File: config.mk
export PLATFORM = sky130hd
export DESIGN_NAME = crcp_top
export DESIGN_NICKNAME = d
export VERILOG_FILES = /design/src/rtl/crcp_pkg.sv /design/src/rtl/crcp_top.sv
export VERILOG_INCLUDE_DIRS = /design/src /design/src/rtl
export SDC_FILE = /design/constraint.sdc
export NUM_CORES = 1
export LEC_CHECK = 0
export ABC_AREA = 0
export BUFFER_PORTS_ARGS = -buffer_cell sky130_fd_sc_hd__buf_2
export CAP_MARGIN = 15
export CORE_MARGIN = 5
export CORE_UTILIZATION = 25
export CTS_CLUSTER_DIAMETER = 80
export DETAILED_ROUTE_END_ITERATION = 8
export PLACE_DENSITY = 0.35
export SYNTH_ARGS = -nofsm -noshare
export SYNTH_HDL_FRONTEND = slang
export SYNTH_SLANG_ARGS = --single-unit
File: constraint.sdc
create_clock -name aclk -period 5.4 [get_ports aclk]
set_clock_uncertainty 0.15 [all_clocks]
set_input_delay 1.08 -clock aclk [delete_from_list [all_inputs] [get_ports aclk]]
set_output_delay 1.08 -clock aclk [all_outputs]
set_load 0.02 [all_outputs]
File: src/rtl/crcp_defines.svh
// constants for the fifo crc coprocessor: offsets, fields, codes
// assumes inclusion by the package and the top module only
`ifndef CRCP_DEFINES_SVH
`define CRCP_DEFINES_SVH
// register byte offsets
`define CRCP_OFS_COMMAND 8'h00
`define CRCP_OFS_FIFO_DATA 8'h04
`define CRCP_OFS_FIFO_LEVEL 8'h08
`define CRCP_OFS_PRIMARY_STATUS 8'h0c
`define CRCP_OFS_ERROR_CAUSE 8'h10
`define CRCP_OFS_REDUNDANCY 8'h14
`define CRCP_OFS_PRESET_LOW 8'h18
`define CRCP_OFS_PRESET_HIGH 8'h1c
`define CRCP_OFS_RESULT_LOW 8'h20
`define CRCP_OFS_RESULT_HIGH 8'h24
`define CRCP_OFS_IRQ_STATUS 8'h28
`define CRCP_OFS_IRQ_MASK 8'h2c
// command codes
`define CRCP_CMD_IDLE 6'h00
`define CRCP_CMD_CALC 6'h12
// redundancy config fields
`define CRCP_RED_WIDTH8 0
`define CRCP_RED_ALG3309 1
`define CRCP_RED_MSBFIRST 2
// error cause fields
`define CRCP_ERR_ACCESS 0
`define CRCP_ERR_OVERFLOW 1
`define CRCP_ERR_CRC 2
`define CRCP_ERR_FRAMING 3
`define CRCP_ERR_COLLISION 4
// irq status fields
`define CRCP_IRQ_TX 0
`define CRCP_IRQ_ERR 1
// primary status fields
`define CRCP_PST_ERR 0
`define CRCP_PST_DONE 1
`define CRCP_PST_BUSY 2
// polynomials (implicit top term dropped) and reset values
`define CRCP_POLY8 8'h1d
`define CRCP_POLY16 16'h1021
`define CRCP_RESID16_3309 16'hf0b8
`define CRCP_RESET_PRESET_LOW 8'hff
`define CRCP_RESET_PRESET_HIGH 8'hff
`define CRCP_RESET_REDUNDANCY 8'h00
`define CRCP_FIFO_DEPTH 64
`define CRCP_FIFO_AW 6
`define CRCP_RESP_OKAY 2'b00
`define CRCP_RESP_SLVERR 2'b10
`endif

File: src/rtl/crcp_pkg.sv
// types for the fifo crc coprocessor
// assumes crcp_defines.svh on the include path
`include "crcp_defines.svh"
package crcp_pkg;
   typedef enum logic [1:0] {
      CRCP_IDLE = 2'b01,
      CRCP_CALC = 2'b10
   } crcp_mode_e;
   typedef struct packed {
      logic awvalid;
      logic [7:0] awaddr;
      logic wvalid;
      logic [31:0] wdata;
      logic [3:0] wstrb;
      logic bready;
      logic arvalid;
      logic [7:0] araddr;
      logic rready;
   } crcp_axi_req_s;
   typedef struct packed {
      logic awready;
      logic wready;
      logic bvalid;
      logic [1:0] bresp;
      logic arready;
      logic rvalid;
      logic [31:0] rdata;
      logic [1:0] rresp;
   } crcp_axi_rsp_s;
   typedef struct packed {
      crcp_axi_rsp_s rsp;
      logic aw_held;
      logic [7:0] aw_addr;
      logic w_held;
      logic [31:0] w_data;
      logic [3:0] w_strb;
      crcp_mode_e mode;
      logic [`CRCP_FIFO_AW-1:0] rd_ptr;
      logic [`CRCP_FIFO_AW-1:0] wr_ptr;
      logic [`CRCP_FIFO_AW:0] count;
      logic [15:0] crc;
      logic [7:0] redundancy;
      logic [7:0] preset_low;
      logic [7:0] preset_high;
      logic done;
      logic [4:0] err_cause;
      logic [1:0] irq_status;
      logic [1:0] irq_mask;
      logic irq;
   } crcp_state_s;
endpackage : crcp_pkg

File: src/rtl/crcp_top.sv
// fifo crc coprocessor: axi4-lite registers, byte fifo, crc engine
// assumes one 100 MHz clock, synchronous active low reset, one host master
// assumes the host reads results only after the done flag is seen set
//
// The register offsets and the AXI4-Lite interface to the registers were decided locally.
`timescale 1ns/1ps
`default_nettype none
`include "crcp_defines.svh"
module crcp_top (
   // clock and reset
   input wire logic aclk,
   input wire logic aresetn,
   // axi4-lite write address
   input wire logic s_axi_awvalid,
   output logic s_axi_awready,
   input wire logic [7:0] s_axi_awaddr,
   // axi4-lite write data
   input wire logic s_axi_wvalid,
   output logic s_axi_wready,
   input wire logic [31:0] s_axi_wdata,
   input wire logic [3:0] s_axi_wstrb,
   // axi4-lite write response
   output logic s_axi_bvalid,
   input wire logic s_axi_bready,
   output logic [1:0] s_axi_bresp,
   // axi4-lite read address
   input wire logic s_axi_arvalid,
   output logic s_axi_arready,
   input wire logic [7:0] s_axi_araddr,
   // axi4-lite read data
   output logic s_axi_rvalid,
   input wire logic s_axi_rready,
   output logic [31:0] s_axi_rdata,
   output logic [1:0] s_axi_rresp,
   // interrupt
   output logic irq
);
   import crcp_pkg::*;

   // ----------------------------------------------------------------
   // state and fifo storage
   // ----------------------------------------------------------------
   crcp_state_s st_reg;
   crcp_state_s st_next;
   logic [7:0] fifo_mem [0:`CRCP_FIFO_DEPTH-1];
   logic fifo_push;
   logic [7:0] fifo_head;

   // fifo head read is combinational from the array
   // pointers wrap at the array size; the count keeps one extra bit so
   // that a full fifo and an empty one never look alike
   assign fifo_head = fifo_mem[st_reg.rd_ptr];

   // one byte through the crc, either width, either bit order
   // serial form on purpose: eight chained shifts fit in one cycle at this
   // rate and keep the bit order choice plain to see
   // no final inversion: the result is the raw register contents
   function automatic logic [15:0] crcp_step(input logic [15:0] c,
         input logic [7:0] d, input logic w8, input logic msb);
      logic [15:0] r;
      logic b;
      r = c;
      for (int i = 0; i < 8; i++) begin
         b = msb ? d[7-i] : d[i];
         if (w8) begin
            r[7:0] = {r[6:0], 1'b0} ^ ((r[7] ^ b) ? `CRCP_POLY8 : 8'h00);
            r[15:8] = 8'h00;
         end else begin
            r = {r[14:0], 1'b0} ^ ((r[15] ^ b) ? `CRCP_POLY16 : 16'h0000);
         end
      end
      return r;
   endfunction : crcp_step

   // ----------------------------------------------------------------
   // next state
   // ----------------------------------------------------------------
   always_comb begin
      logic wr_go;
      logic rd_go;
      logic ovl;
      logic cmd_wr;
      logic consume;
      logic [15:0] pre;
      logic [15:0] res;
      logic crc_bad;
      logic [31:0] rv;
      logic tx_set;
      wr_go = 1'b0;
      rd_go = 1'b0;
      ovl = 1'b0;
      cmd_wr = 1'b0;
      consume = 1'b0;
      pre = {st_reg.preset_high, st_reg.preset_low};
      res = 16'h0000;
      crc_bad = 1'b0;
      rv = 32'h0000_0000;
      tx_set = 1'b0;
      fifo_push = 1'b0;
      st_next = st_reg;

      // ------------------------------------------------------------
      // write channel: take address and data in either order
      // ------------------------------------------------------------
      // each half is parked until the other arrives; both readies stay
      // low until the response is taken, so one write is in flight
      if (s_axi_awvalid && st_reg.rsp.awready) begin
         st_next.aw_held = 1'b1;
         st_next.aw_addr = s_axi_awaddr;
         st_next.rsp.awready = 1'b0;
      end
      if (s_axi_wvalid && st_reg.rsp.wready) begin
         st_next.w_held = 1'b1;
         st_next.w_data = s_axi_wdata;
         st_next.w_strb = s_axi_wstrb;
         st_next.rsp.wready = 1'b0;
      end
      wr_go = st_reg.aw_held && st_reg.w_held && !st_reg.rsp.bvalid;
      if (st_reg.rsp.bvalid && s_axi_bready) begin
         st_next.rsp.bvalid = 1'b0;
         st_next.rsp.awready = 1'b1;
         st_next.rsp.wready = 1'b1;
      end

      // ------------------------------------------------------------
      // read channel: decode in the cycle the address is accepted, answer one cycle later
      // ------------------------------------------------------------
      // the address is decoded live, so no address register is kept;
      // limitation: no second read is taken before rready is seen
      if (s_axi_arvalid && st_reg.rsp.arready) begin
         rd_go = 1'b1;
         st_next.rsp.arready = 1'b0;
      end
      if (st_reg.rsp.rvalid && s_axi_rready) begin
         st_next.rsp.rvalid = 1'b0;
         st_next.rsp.arready = 1'b1;
      end

      // ------------------------------------------------------------
      // crc engine consumes one byte per cycle while calc is active
      // ------------------------------------------------------------
      // the command never touches the read pointer, so bytes written before
      // it started are taken first; an empty fifo idles the engine and raises done
      if (st_reg.mode == CRCP_CALC && st_reg.count != '0) begin
         consume = 1'b1;
         st_next.crc = crcp_step(st_reg.crc, fifo_head,
            st_reg.redundancy[`CRCP_RED_WIDTH8],
            st_reg.redundancy[`CRCP_RED_MSBFIRST]);
         st_next.rd_ptr = st_reg.rd_ptr + 1'b1;
         st_next.done = 1'b0;
      end
      // the check looks at the crc after the last byte, so a message that
      // carries its own check bytes ends on the expected residue
      // done rises once the fifo is drained during calc
      if (st_reg.mode == CRCP_CALC && st_reg.count == '0
            && !st_reg.done) begin
         st_next.done = 1'b1;
         tx_set = 1'b1;
         // 16-bit 3309 checks residue; 8-bit and legacy expect zero remainder
         if (st_reg.redundancy[`CRCP_RED_WIDTH8])
            crc_bad = st_reg.crc[7:0] != 8'h00;
         else if (st_reg.redundancy[`CRCP_RED_ALG3309])
            crc_bad = st_reg.crc != `CRCP_RESID16_3309;
         else
            crc_bad = st_reg.crc != 16'h0000;
         st_next.err_cause[`CRCP_ERR_CRC] = crc_bad;
      end

      // ------------------------------------------------------------
      // register writes
      // ------------------------------------------------------------
      // only lane zero is used: every register is one byte wide
      if (wr_go) begin
         st_next.rsp.bvalid = 1'b1;
         st_next.rsp.bresp = `CRCP_RESP_OKAY;
         st_next.aw_held = 1'b0;
         st_next.w_held = 1'b0;
         unique case (st_reg.aw_addr)
            `CRCP_OFS_COMMAND: cmd_wr = st_reg.w_strb[0];
            `CRCP_OFS_FIFO_DATA: begin
               if (st_reg.w_strb[0]) begin
                  // the count's top bit alone marks a full fifo; a byte
                  // written then is dropped, the oldest data is kept
                  if (st_reg.count[`CRCP_FIFO_AW]) begin
                     ovl = 1'b1;
                  end else begin
                     fifo_push = 1'b1;
                     st_next.wr_ptr = st_reg.wr_ptr + 1'b1;
                     st_next.done = 1'b0;
                  end
               end
            end
            `CRCP_OFS_REDUNDANCY:
               if (st_reg.w_strb[0]) st_next.redundancy = st_reg.w_data[7:0];
            `CRCP_OFS_PRESET_LOW:
               if (st_reg.w_strb[0]) st_next.preset_low = st_reg.w_data[7:0];
            `CRCP_OFS_PRESET_HIGH:
               if (st_reg.w_strb[0]) st_next.preset_high = st_reg.w_data[7:0];
            `CRCP_OFS_ERROR_CAUSE: ;
            `CRCP_OFS_IRQ_STATUS:
               if (st_reg.w_strb[0])
                  st_next.irq_status = st_reg.irq_status
                     & ~st_reg.w_data[1:0];
            `CRCP_OFS_IRQ_MASK:
               if (st_reg.w_strb[0]) st_next.irq_mask = st_reg.w_data[1:0];
            default: st_next.rsp.bresp = `CRCP_RESP_SLVERR;
         endcase
      end
      // a completion in the clearing cycle still sets the flag: the host
      // would otherwise miss the interrupt for that command
      if (tx_set)
         st_next.irq_status[`CRCP_IRQ_TX] = 1'b1;

      // ------------------------------------------------------------
      // command start and stop, only by host write
      // ------------------------------------------------------------
      // trade-off: an unknown code stops the engine instead of being
      // ignored, so a stray write cannot leave calc running unseen
      if (cmd_wr) begin
         if (st_reg.w_data[5:0] == `CRCP_CMD_CALC) begin
            st_next.mode = CRCP_CALC;
            st_next.crc = st_reg.redundancy[`CRCP_RED_WIDTH8]
               ? {8'h00, pre[7:0]} : pre;
            st_next.done = 1'b0;
            st_next.err_cause = 5'h00; // new command clears causes
         end else if (st_reg.w_data[5:0] == `CRCP_CMD_IDLE) begin
            st_next.mode = CRCP_IDLE;
         end else begin
            // unsupported code: flagged as access error
            st_next.mode = CRCP_IDLE;
            st_next.err_cause[`CRCP_ERR_ACCESS] = 1'b1;
         end
      end

      // ------------------------------------------------------------
      // error causes and the error interrupt bit
      // ------------------------------------------------------------
      // limitation: framing and collision causes have no source here, no
      // receiver is attached, so they always read as zero
      // overflow set wins over a command clearing causes
      if (ovl)
         st_next.err_cause[`CRCP_ERR_OVERFLOW] = 1'b1;
      if (st_next.err_cause != 5'h00)
         st_next.irq_status[`CRCP_IRQ_ERR] = 1'b1;

      // fifo occupancy
      // a push is refused while full, so the count never passes the depth
      st_next.count = st_reg.count + (fifo_push ? 1'b1 : 1'b0)
         - (consume ? 1'b1 : 1'b0);

      // ------------------------------------------------------------
      // register reads
      // ------------------------------------------------------------
      // the result registers follow the crc register at all times; they
      // are only meaningful once done is set
      if (rd_go) begin
         st_next.rsp.rvalid = 1'b1;
         st_next.rsp.rresp = `CRCP_RESP_OKAY;
         res = st_reg.crc;
         unique case (s_axi_araddr)
            `CRCP_OFS_COMMAND:
               rv = {26'h0, st_reg.mode == CRCP_CALC ? `CRCP_CMD_CALC
                  : `CRCP_CMD_IDLE};
            `CRCP_OFS_FIFO_DATA: rv = 32'h0; // calc returns no data
            `CRCP_OFS_FIFO_LEVEL: rv = {25'h0, st_reg.count};
            `CRCP_OFS_PRIMARY_STATUS: begin
               rv[`CRCP_PST_ERR] = st_reg.err_cause != 5'h00;
               rv[`CRCP_PST_DONE] = st_reg.done;
               rv[`CRCP_PST_BUSY] = st_reg.mode == CRCP_CALC;
            end
            `CRCP_OFS_ERROR_CAUSE: rv = {27'h0, st_reg.err_cause};
            `CRCP_OFS_REDUNDANCY: rv = {24'h0, st_reg.redundancy};
            `CRCP_OFS_PRESET_LOW: rv = {24'h0, st_reg.preset_low};
            `CRCP_OFS_PRESET_HIGH: rv = {24'h0, st_reg.preset_high};
            `CRCP_OFS_RESULT_LOW: rv = {24'h0, res[7:0]};
            `CRCP_OFS_RESULT_HIGH: rv = {24'h0, res[15:8]};
            `CRCP_OFS_IRQ_STATUS: rv = {30'h0, st_reg.irq_status};
            `CRCP_OFS_IRQ_MASK: rv = {30'h0, st_reg.irq_mask};
            default: st_next.rsp.rresp = `CRCP_RESP_SLVERR;
         endcase
         st_next.rsp.rdata = rv;
      end

      // level interrupt from unmasked sticky bits
      // taken from the next state so irq registers together with the flags
      st_next.irq = |(st_next.irq_status & st_next.irq_mask);
   end

   // ----------------------------------------------------------------
   // registers
   // ----------------------------------------------------------------
   // fifo array has no reset: contents meaningless until written
   always_ff @(posedge aclk) begin
      if (fifo_push)
         fifo_mem[st_reg.wr_ptr] <= st_reg.w_data[7:0];
   end

   // whole state captured once per cycle
   // reset writes zeros first, then the few fields with other values
   always_ff @(posedge aclk) begin
      if (!aresetn) begin
         st_reg <= '0;
         st_reg.rsp.awready <= 1'b1;
         st_reg.rsp.wready <= 1'b1;
         st_reg.rsp.arready <= 1'b1;
         st_reg.mode <= CRCP_IDLE;
         st_reg.redundancy <= `CRCP_RESET_REDUNDANCY;
         st_reg.preset_low <= `CRCP_RESET_PRESET_LOW;
         st_reg.preset_high <= `CRCP_RESET_PRESET_HIGH;
      end else begin
         st_reg <= st_next;
      end
   end

   // ----------------------------------------------------------------
   // outputs
   // ----------------------------------------------------------------
   // outputs straight from state flops
   assign s_axi_awready = st_reg.rsp.awready;
   assign s_axi_wready = st_reg.rsp.wready;
   assign s_axi_bvalid = st_reg.rsp.bvalid;
   assign s_axi_bresp = st_reg.rsp.bresp;
   assign s_axi_arready = st_reg.rsp.arready;
   assign s_axi_rvalid = st_reg.rsp.rvalid;
   assign s_axi_rdata = st_reg.rsp.rdata;
   assign s_axi_rresp = st_reg.rsp.rresp;
   assign irq = st_reg.irq;
endmodule : crcp_top
`default_nettype wire

==> results of run 1 <==
## per-stage QoR
stage | instance area [um^2] | hold slack (ns) | setup WS [ns] | power (uW) | instances
detailed placement | 28400 | 0.295 | 0.741 | 5520 | 3127
CTS | 30800 | 0.303 | 0.750 | 10400 | 3262
floorplan | 26500 | 0.281 | 1.59 | 5440 | 1736
finish | 30800 | 0.300 | 0.780 | 10300 | 3265
global placement | 28400 | 0.292 | 0.756 | 5510 | 3126
global route | 30800 | 0.328 | 0.542 | 10700 | 3262
## metal layers
metal	vias up	global-route usage [%]
li1	6824	-
met1	7894	19.2
met2	358	23.3
met3	108	2.42
met4	0	3.72
met5	-	0
## tightest hold or removal path, delay by kind of cell, from the launching register on
family	cells	cell delay, ns
AO/OA/AOI/OAI	1	0.05
AND/OR/NAND/NOR	1	0.05
flip-flops	1	0.30
## synth_stat cells (7+ instances only)
| cell | n |
|---|---|
| a21oi_1 | 70 |
| a221oi_1 | 12 |
| a22o_1 | 7 |
| a22oi_1 | 35 |
| and2_1 | 10 |
| and3_1 | 10 |
| buf_2 | 12 |
| buf_4 | 49 |
| buf_6 | 15 |
| clkbuf_1 | 49 |
| dfxtp_1 | 112 |
| edfxtp_1 | 512 |
| ha_1 | 11 |
| inv_1 | 24 |
| mux2i_1 | 90 |
| mux4_2 | 107 |
| nand2_1 | 104 |
| nand2b_1 | 12 |
| nand3_1 | 37 |
| nand3b_1 | 11 |
| nand4_1 | 16 |
| nor2_1 | 149 |
| nor2b_1 | 11 |
| nor3_1 | 15 |
| nor4_1 | 13 |
| o21ai_0 | 23 |
| o22ai_1 | 34 |
| or3_1 | 10 |
| or3b_2 | 11 |
| xnor2_1 | 21 |
| xnor3_1 | 13 |
| xor2_1 | 19 |
## area by class of cell
type | instances | share of cell area (%)
Antenna cell | 3 | 0.0244
Inverter | 25 | 0.305
Timing Repair Buffer | 131 | 2.99
Sequential cell | 624 | 57.3
Clock inverter | 32 | 0.748
Tap cell | 1391 | 5.65
Clock buffer | 103 | 6.94
Multi-Input combinational cell | 956 | 26.0
## power by group through the flow
| stage | combinational, uW | sequential [uW] | clock, uW |
|---|---|---|---|
| finish | 181 | 5230 | 4880 |
| detailed placement | 186 | 5330 | 0 |
| CTS | 186 | 5230 | 5030 |
| global route | 200 | 5230 | 5240 |
| global placement | 182 | 5330 | 0 |
| floorplan | 85.3 | 5360 | 0 |
## logic make-up (layout without fill, tap and decap cells)
| family | after synthesis | count (layout) | synth area share, % |
|---|---|---|---|
| fa+ha+maj | 12 | 12 | 0.596 |
| flops | 624 | 624 | 66.6 |
| buf+inv | 156 | 291 | 3.48 |
| xor+xnor | 58 | 58 | 2.81 |
| mux | 202 | 202 | 13.0 |
| other cells | 1 | 29 | 0.0142 |
| simple gates | 433 | 433 | 7.92 |
| compound gates | 225 | 225 | 5.63 |
## final timing paths
| check | from | to | slack, ns | cells past startpoint |
|---|---|---|---|---|
| setup / recovery | register | st_reg[37] | 0.78 | 11 |
| hold / removal | st_reg[110] | st_reg[110] | 0.30 | 2 |
| setup reg to reg | register | st_reg[37] | 0.78 | 11 |
| hold reg to reg | st_reg[110] | st_reg[110] | 0.30 | 2 |
==> flow_metrics.tcl, run 1 <==
set metrics [dict create \
    io_buffers 47 \
    fillers 10500 \
    power.share.switching_pct 21.5 \
    clkTransAtPathRegs_ns 0.06 \
    dp_hpwl_um 52500 \
    track_usage_pct 14.1 \
    start_util_pct 25.1 \
    ys_top_cells_by_area "edfxtp_1 58%, mux4_2 9.1%, dfxtp_1 8.5%" \
    fmax_mhz 216 \
    die_w_um 335 \
    worstPathCellList "buf_4, mux4_2, mux2i_1, a221oi_1, o21ai_1, a32oi_2, xor2_2, xnor2_1, xnor3_1, and4_1, or3_1" \
    vias 15200 \
    cp-end-kind "register" \
    final_cell_mix "512 x edfxtp_1, 149 x nor2_1, 107 x mux4_2" \
    clkPwrFrac_pct 47.4 \
    ios 101 \
    hold_buffers 0 \
    cts_buffer_depth 3 \
    insertion_delay_ns 0.63 \
    worst_slew_pin_slew_ns 1.10 \
    viasPerCell 4.65 \
    yosys_warnings 0 \
    largest_register_ffs 512 \
    drc 0 \
    final_common_cell "edfxtp_1" \
    rows 119 \
    grt_max_degree 71 \
    pwr-share-comb_pct 1.8 \
    cts_inserted_buffers 76 \
    clkSinkCount 624 \
    cts_tree "built" \
    final_core_util_pct 29.2 \
    p_switching_uw 2210 \
    p_int_uw 8080 \
    crit_path_top_delay_cell "dfxtp_4" \
    critPathBufInv 1 \
    die-area_um2 112000 \
    syn_inst 1711 \
    critPathLaunchType "register" \
    initialDrtViolationCount 1194 \
    seq_area_um2 17600 \
    ys.flop_type "edfxtp_1" \
    area_growth_pct 16.4 \
    finalSetupViolCount 0 \
    cp_max_fo 27 \
    power_density_nw_per_um2 334 \
    finalCriticalPeriod_ns 4.62 \
    max_slew_margin_pct 26.1 \
    cap_violations 0 \
    ys_types 74 \
    synth.avg_cell_area_um2 15.5 \
    ir_drop_mv 0.194 \
    coreArea_um2 105000 \
    rsz0062_at_grt "no" \
    wl_met1_um 36700 \
    synth_top_area_share_pct 58.1 \
    cts_resized 0 \
    fp.dieH_um 335 \
    grt_pass1_vias 15400 \
    yosysSeqAreaShare_pct 66.6 \
    required_ns 5.76 \
    met3_length_um 3140 \
    ys_ff_latch 624 \
    synth-edff-count 512 \
    wl_met2_um 38600 \
    power_frac_seq_pct 50.8 \
    multi_input_area_um2 8010 \
    post-cts-setup-buffers 0 \
    crit_type "reg -> reg" \
    hp-class "reg -> reg" \
    finalHoldViolCount 0 \
    postSynth.asyncResetShare_pct 0 \
    first_pass_iters 5 \
    cpPeakStageDelay_ns 0.72 \
    overflow 0 \
    place_congestion 0.783 \
    drtAntennaViolNets 0 \
    crit_arrival_ns 4.98 \
    h-tree-depth 3 \
    outcome "finished, final reports clean" \
    grt_first_pass_wirelength_um 115000 \
    slew_viol_final 0 \
    synth_top_area_cell "edfxtp_1" \
    root_buffer "clkbuf_16" \
    min_period_over_period_pct 85.6 \
    wl_um 80400 \
    p_leak_uw 0.00999 \
    syn_area_um2 26500 \
    tns_ns 0 \
    routedWlPerCell_um 24.6 \
    drive_gt1_share_pct 21.0 \
    nNetsFinal 1885 \
    antenna_found_initial 2 \
    top_layer "met4" \
    crit_family "compound AO/OA/AOI/OAI gates" \
]
Power figures use the tool's default switching activity.
==> run 2, diff against run 1 <==
--- a/config.mk
+++ b/config.mk
@@ -7,13 +7,14 @@
 export NUM_CORES = 1
 export LEC_CHECK = 0
 export ABC_AREA = 0
-export BUFFER_PORTS_ARGS = -buffer_cell sky130_fd_sc_hd__buf_2
 export CAP_MARGIN = 15
+export CORE_ASPECT_RATIO = 0.9
 export CORE_MARGIN = 5
 export CORE_UTILIZATION = 25
 export CTS_CLUSTER_DIAMETER = 80
 export DETAILED_ROUTE_END_ITERATION = 8
-export PLACE_DENSITY = 0.35
+export DONT_BUFFER_PORTS = 1
+export PLACE_DENSITY = 0.34
 export SYNTH_ARGS = -nofsm -noshare
 export SYNTH_HDL_FRONTEND = slang
 export SYNTH_SLANG_ARGS = --single-unit
==> run 2 against run 1 <==
Net effect: register-to-register slack better by 0.04 ns; first-iteration DRC count rose by 10%; combinational power is 19% lower; wire length rose by 2.2%; via count decreased by 0.16%; worst setup slack better by 0.039 ns; non-clock buffer count decreased by 32; core utilization decreased by 0.099 points; final cell count down 1.5%; critical path depth unchanged; critical endpoint unchanged; critical path type unchanged.
==> flow_metrics.tcl, run 2 (synthesis results as in run 1) <==
set metrics [dict create \
    insertion_delay_ns 0.63 \
    area_growth_pct 16.1 \
    cap_violations 0 \
    grt_max_degree 71 \
    whs_path_depth 2 \
    p_leak_uw 0.00986 \
    cp_max_fo 24 \
    required_ns 5.82 \
    viasPerCell 4.72 \
    worst_slew_pin_slew_ns 1.15 \
    cts_buffer_depth 3 \
    max_slew_margin_pct 22.7 \
    antenna_found_initial 2 \
    vias 15200 \
    place_congestion 0.803 \
    grt_pass1_vias 15400 \
    cp-end-kind "register" \
    seq_area_um2 17600 \
    drive_gt1_share_pct 19.5 \
    clkSinkCount 624 \
    reg2reg_slack_ns 0.82 \
    outcome "finished, final reports clean" \
    finalCriticalPeriod_ns 4.58 \
    ios 101 \
    post-cts-setup-buffers 0 \
    min_to "st_reg[115]" \
    drtAntennaViolNets 0 \
    initialDrtViolationCount 1315 \
    tns_ns 0 \
    die_w_um 353 \
    wl_um 82200 \
    final_cells 3215 \
    clkTransAtPathRegs_ns 0.06 \
    final_common_cell "edfxtp_1" \
    worstHoldStart "st_reg[115]" \
    routedWlPerCell_um 25.6 \
    critPathLaunchType "register" \
    finalHoldViolCount 0 \
    nNetsFinal 1849 \
    crit_type "reg -> reg" \
    overflow 0 \
    cts_tree "built" \
    fillers 10500 \
    start_util_pct 25.1 \
    dp_hpwl_um 54100 \
    hp-class "reg -> reg" \
    finalSetupViolCount 0 \
    io_buffers 0 \
    dp_cells 3082 \
    grt_first_pass_wirelength_um 118000 \
    final_cell_mix "512 x edfxtp_1, 149 x nor2_1, 107 x mux4_2" \
    h-tree-depth 3 \
    slew_viol_final 0 \
    worstRegToRegCells 11 \
    coreArea_um2 105000 \
    largest_register_ffs 512 \
    drc 0 \
    antenna_cells 0 \
    whs_ns 0.300 \
    cts_inserted_buffers 72 \
    die-area_um2 112000 \
    power_uw 10300 \
    r2r-end "st_reg[37]" \
    fmax_mhz 218 \
    fp.dieH_um 319 \
    min_period_over_period_pct 84.8 \
    power_density_nw_per_um2 336 \
    track_usage_pct 14.4 \
    multi_input_area_um2 8020 \
    root_buffer "clkbuf_16" \
    crit_arrival_ns 5.00 \
    rsz0062_at_grt "no" \
    final_core_util_pct 29.1 \
    rows 113 \
    ir_drop_mv 0.189 \
    first_pass_iters 5 \
    hold_buffers 0 \
    cts_resized 0 \
]
==> run 2: final cells by class <==
type,instances,area share (%)
Sequential cell,624,57.5
Multi-Input combinational cell,956,26.1
Clock buffer,89,6.17
Tap cell,1380,5.62
Timing Repair Buffer,99,2.79
Clock inverter,42,1.52
Inverter,25,0.306
==> run 2: worst max path at each step <==
stage                      from          to  slack [ns]
floorplan           st_reg[116]  st_reg[57]        1.59
global placement       register  st_reg[37]        0.79
global route           register  st_reg[37]        0.49
detailed placement     register  st_reg[37]        0.76
CTS                    register  st_reg[37]        0.75
finish                 register  st_reg[37]        0.82
==> run 2: where the power goes <==
part           internal, uW  total, uW  switching (uW)
clock network          2900       4940            2040
logic                  21.9        147             126
registers              5210       5240            23.0
total                  8140      10300            2190
==> run 2: layer usage <==
| layer | wire [um] | part of all wire [%] | up-vias | GRT usage [%] |
|---|---|---|---|---|
| li1 | - | - | 6746 | - |
| met5 | 0 | 0 | - | 0 |
| met2 | 37000 | 45 | 413 | 22.2 |
| met3 | 4290 | 5.2 | 97 | 2.61 |
| met4 | 1640 | 2.0 | 0 | 3.36 |
| met1 | 39300 | 48 | 7904 | 21.1 |
==> run 2: through the flow <==
| step | setup slack (ns) | cell area, um^2 |
|---|---|---|
| after floorplan | 1.59 | 26500 |
| after global placement | 0.787 | 28300 |
| after detailed placement | 0.762 | 28300 |
| after CTS | 0.750 | 30700 |
| after global routing | 0.491 | 30700 |
| final | 0.819 | 30700 |
==> run 2: critical path, stage by stage, from the launching register on <==
cell       delay, ns
dfxtp_4         0.70
buf_12          0.28
mux4_2          0.53
mux2i_1         0.42
mux2i_1         0.16
a22oi_1         0.44
o211ai_1        0.28
and2_4          0.26
xnor2_4         0.19
xnor3_1         0.48
a2111oi_0       0.45
or3_1           0.16
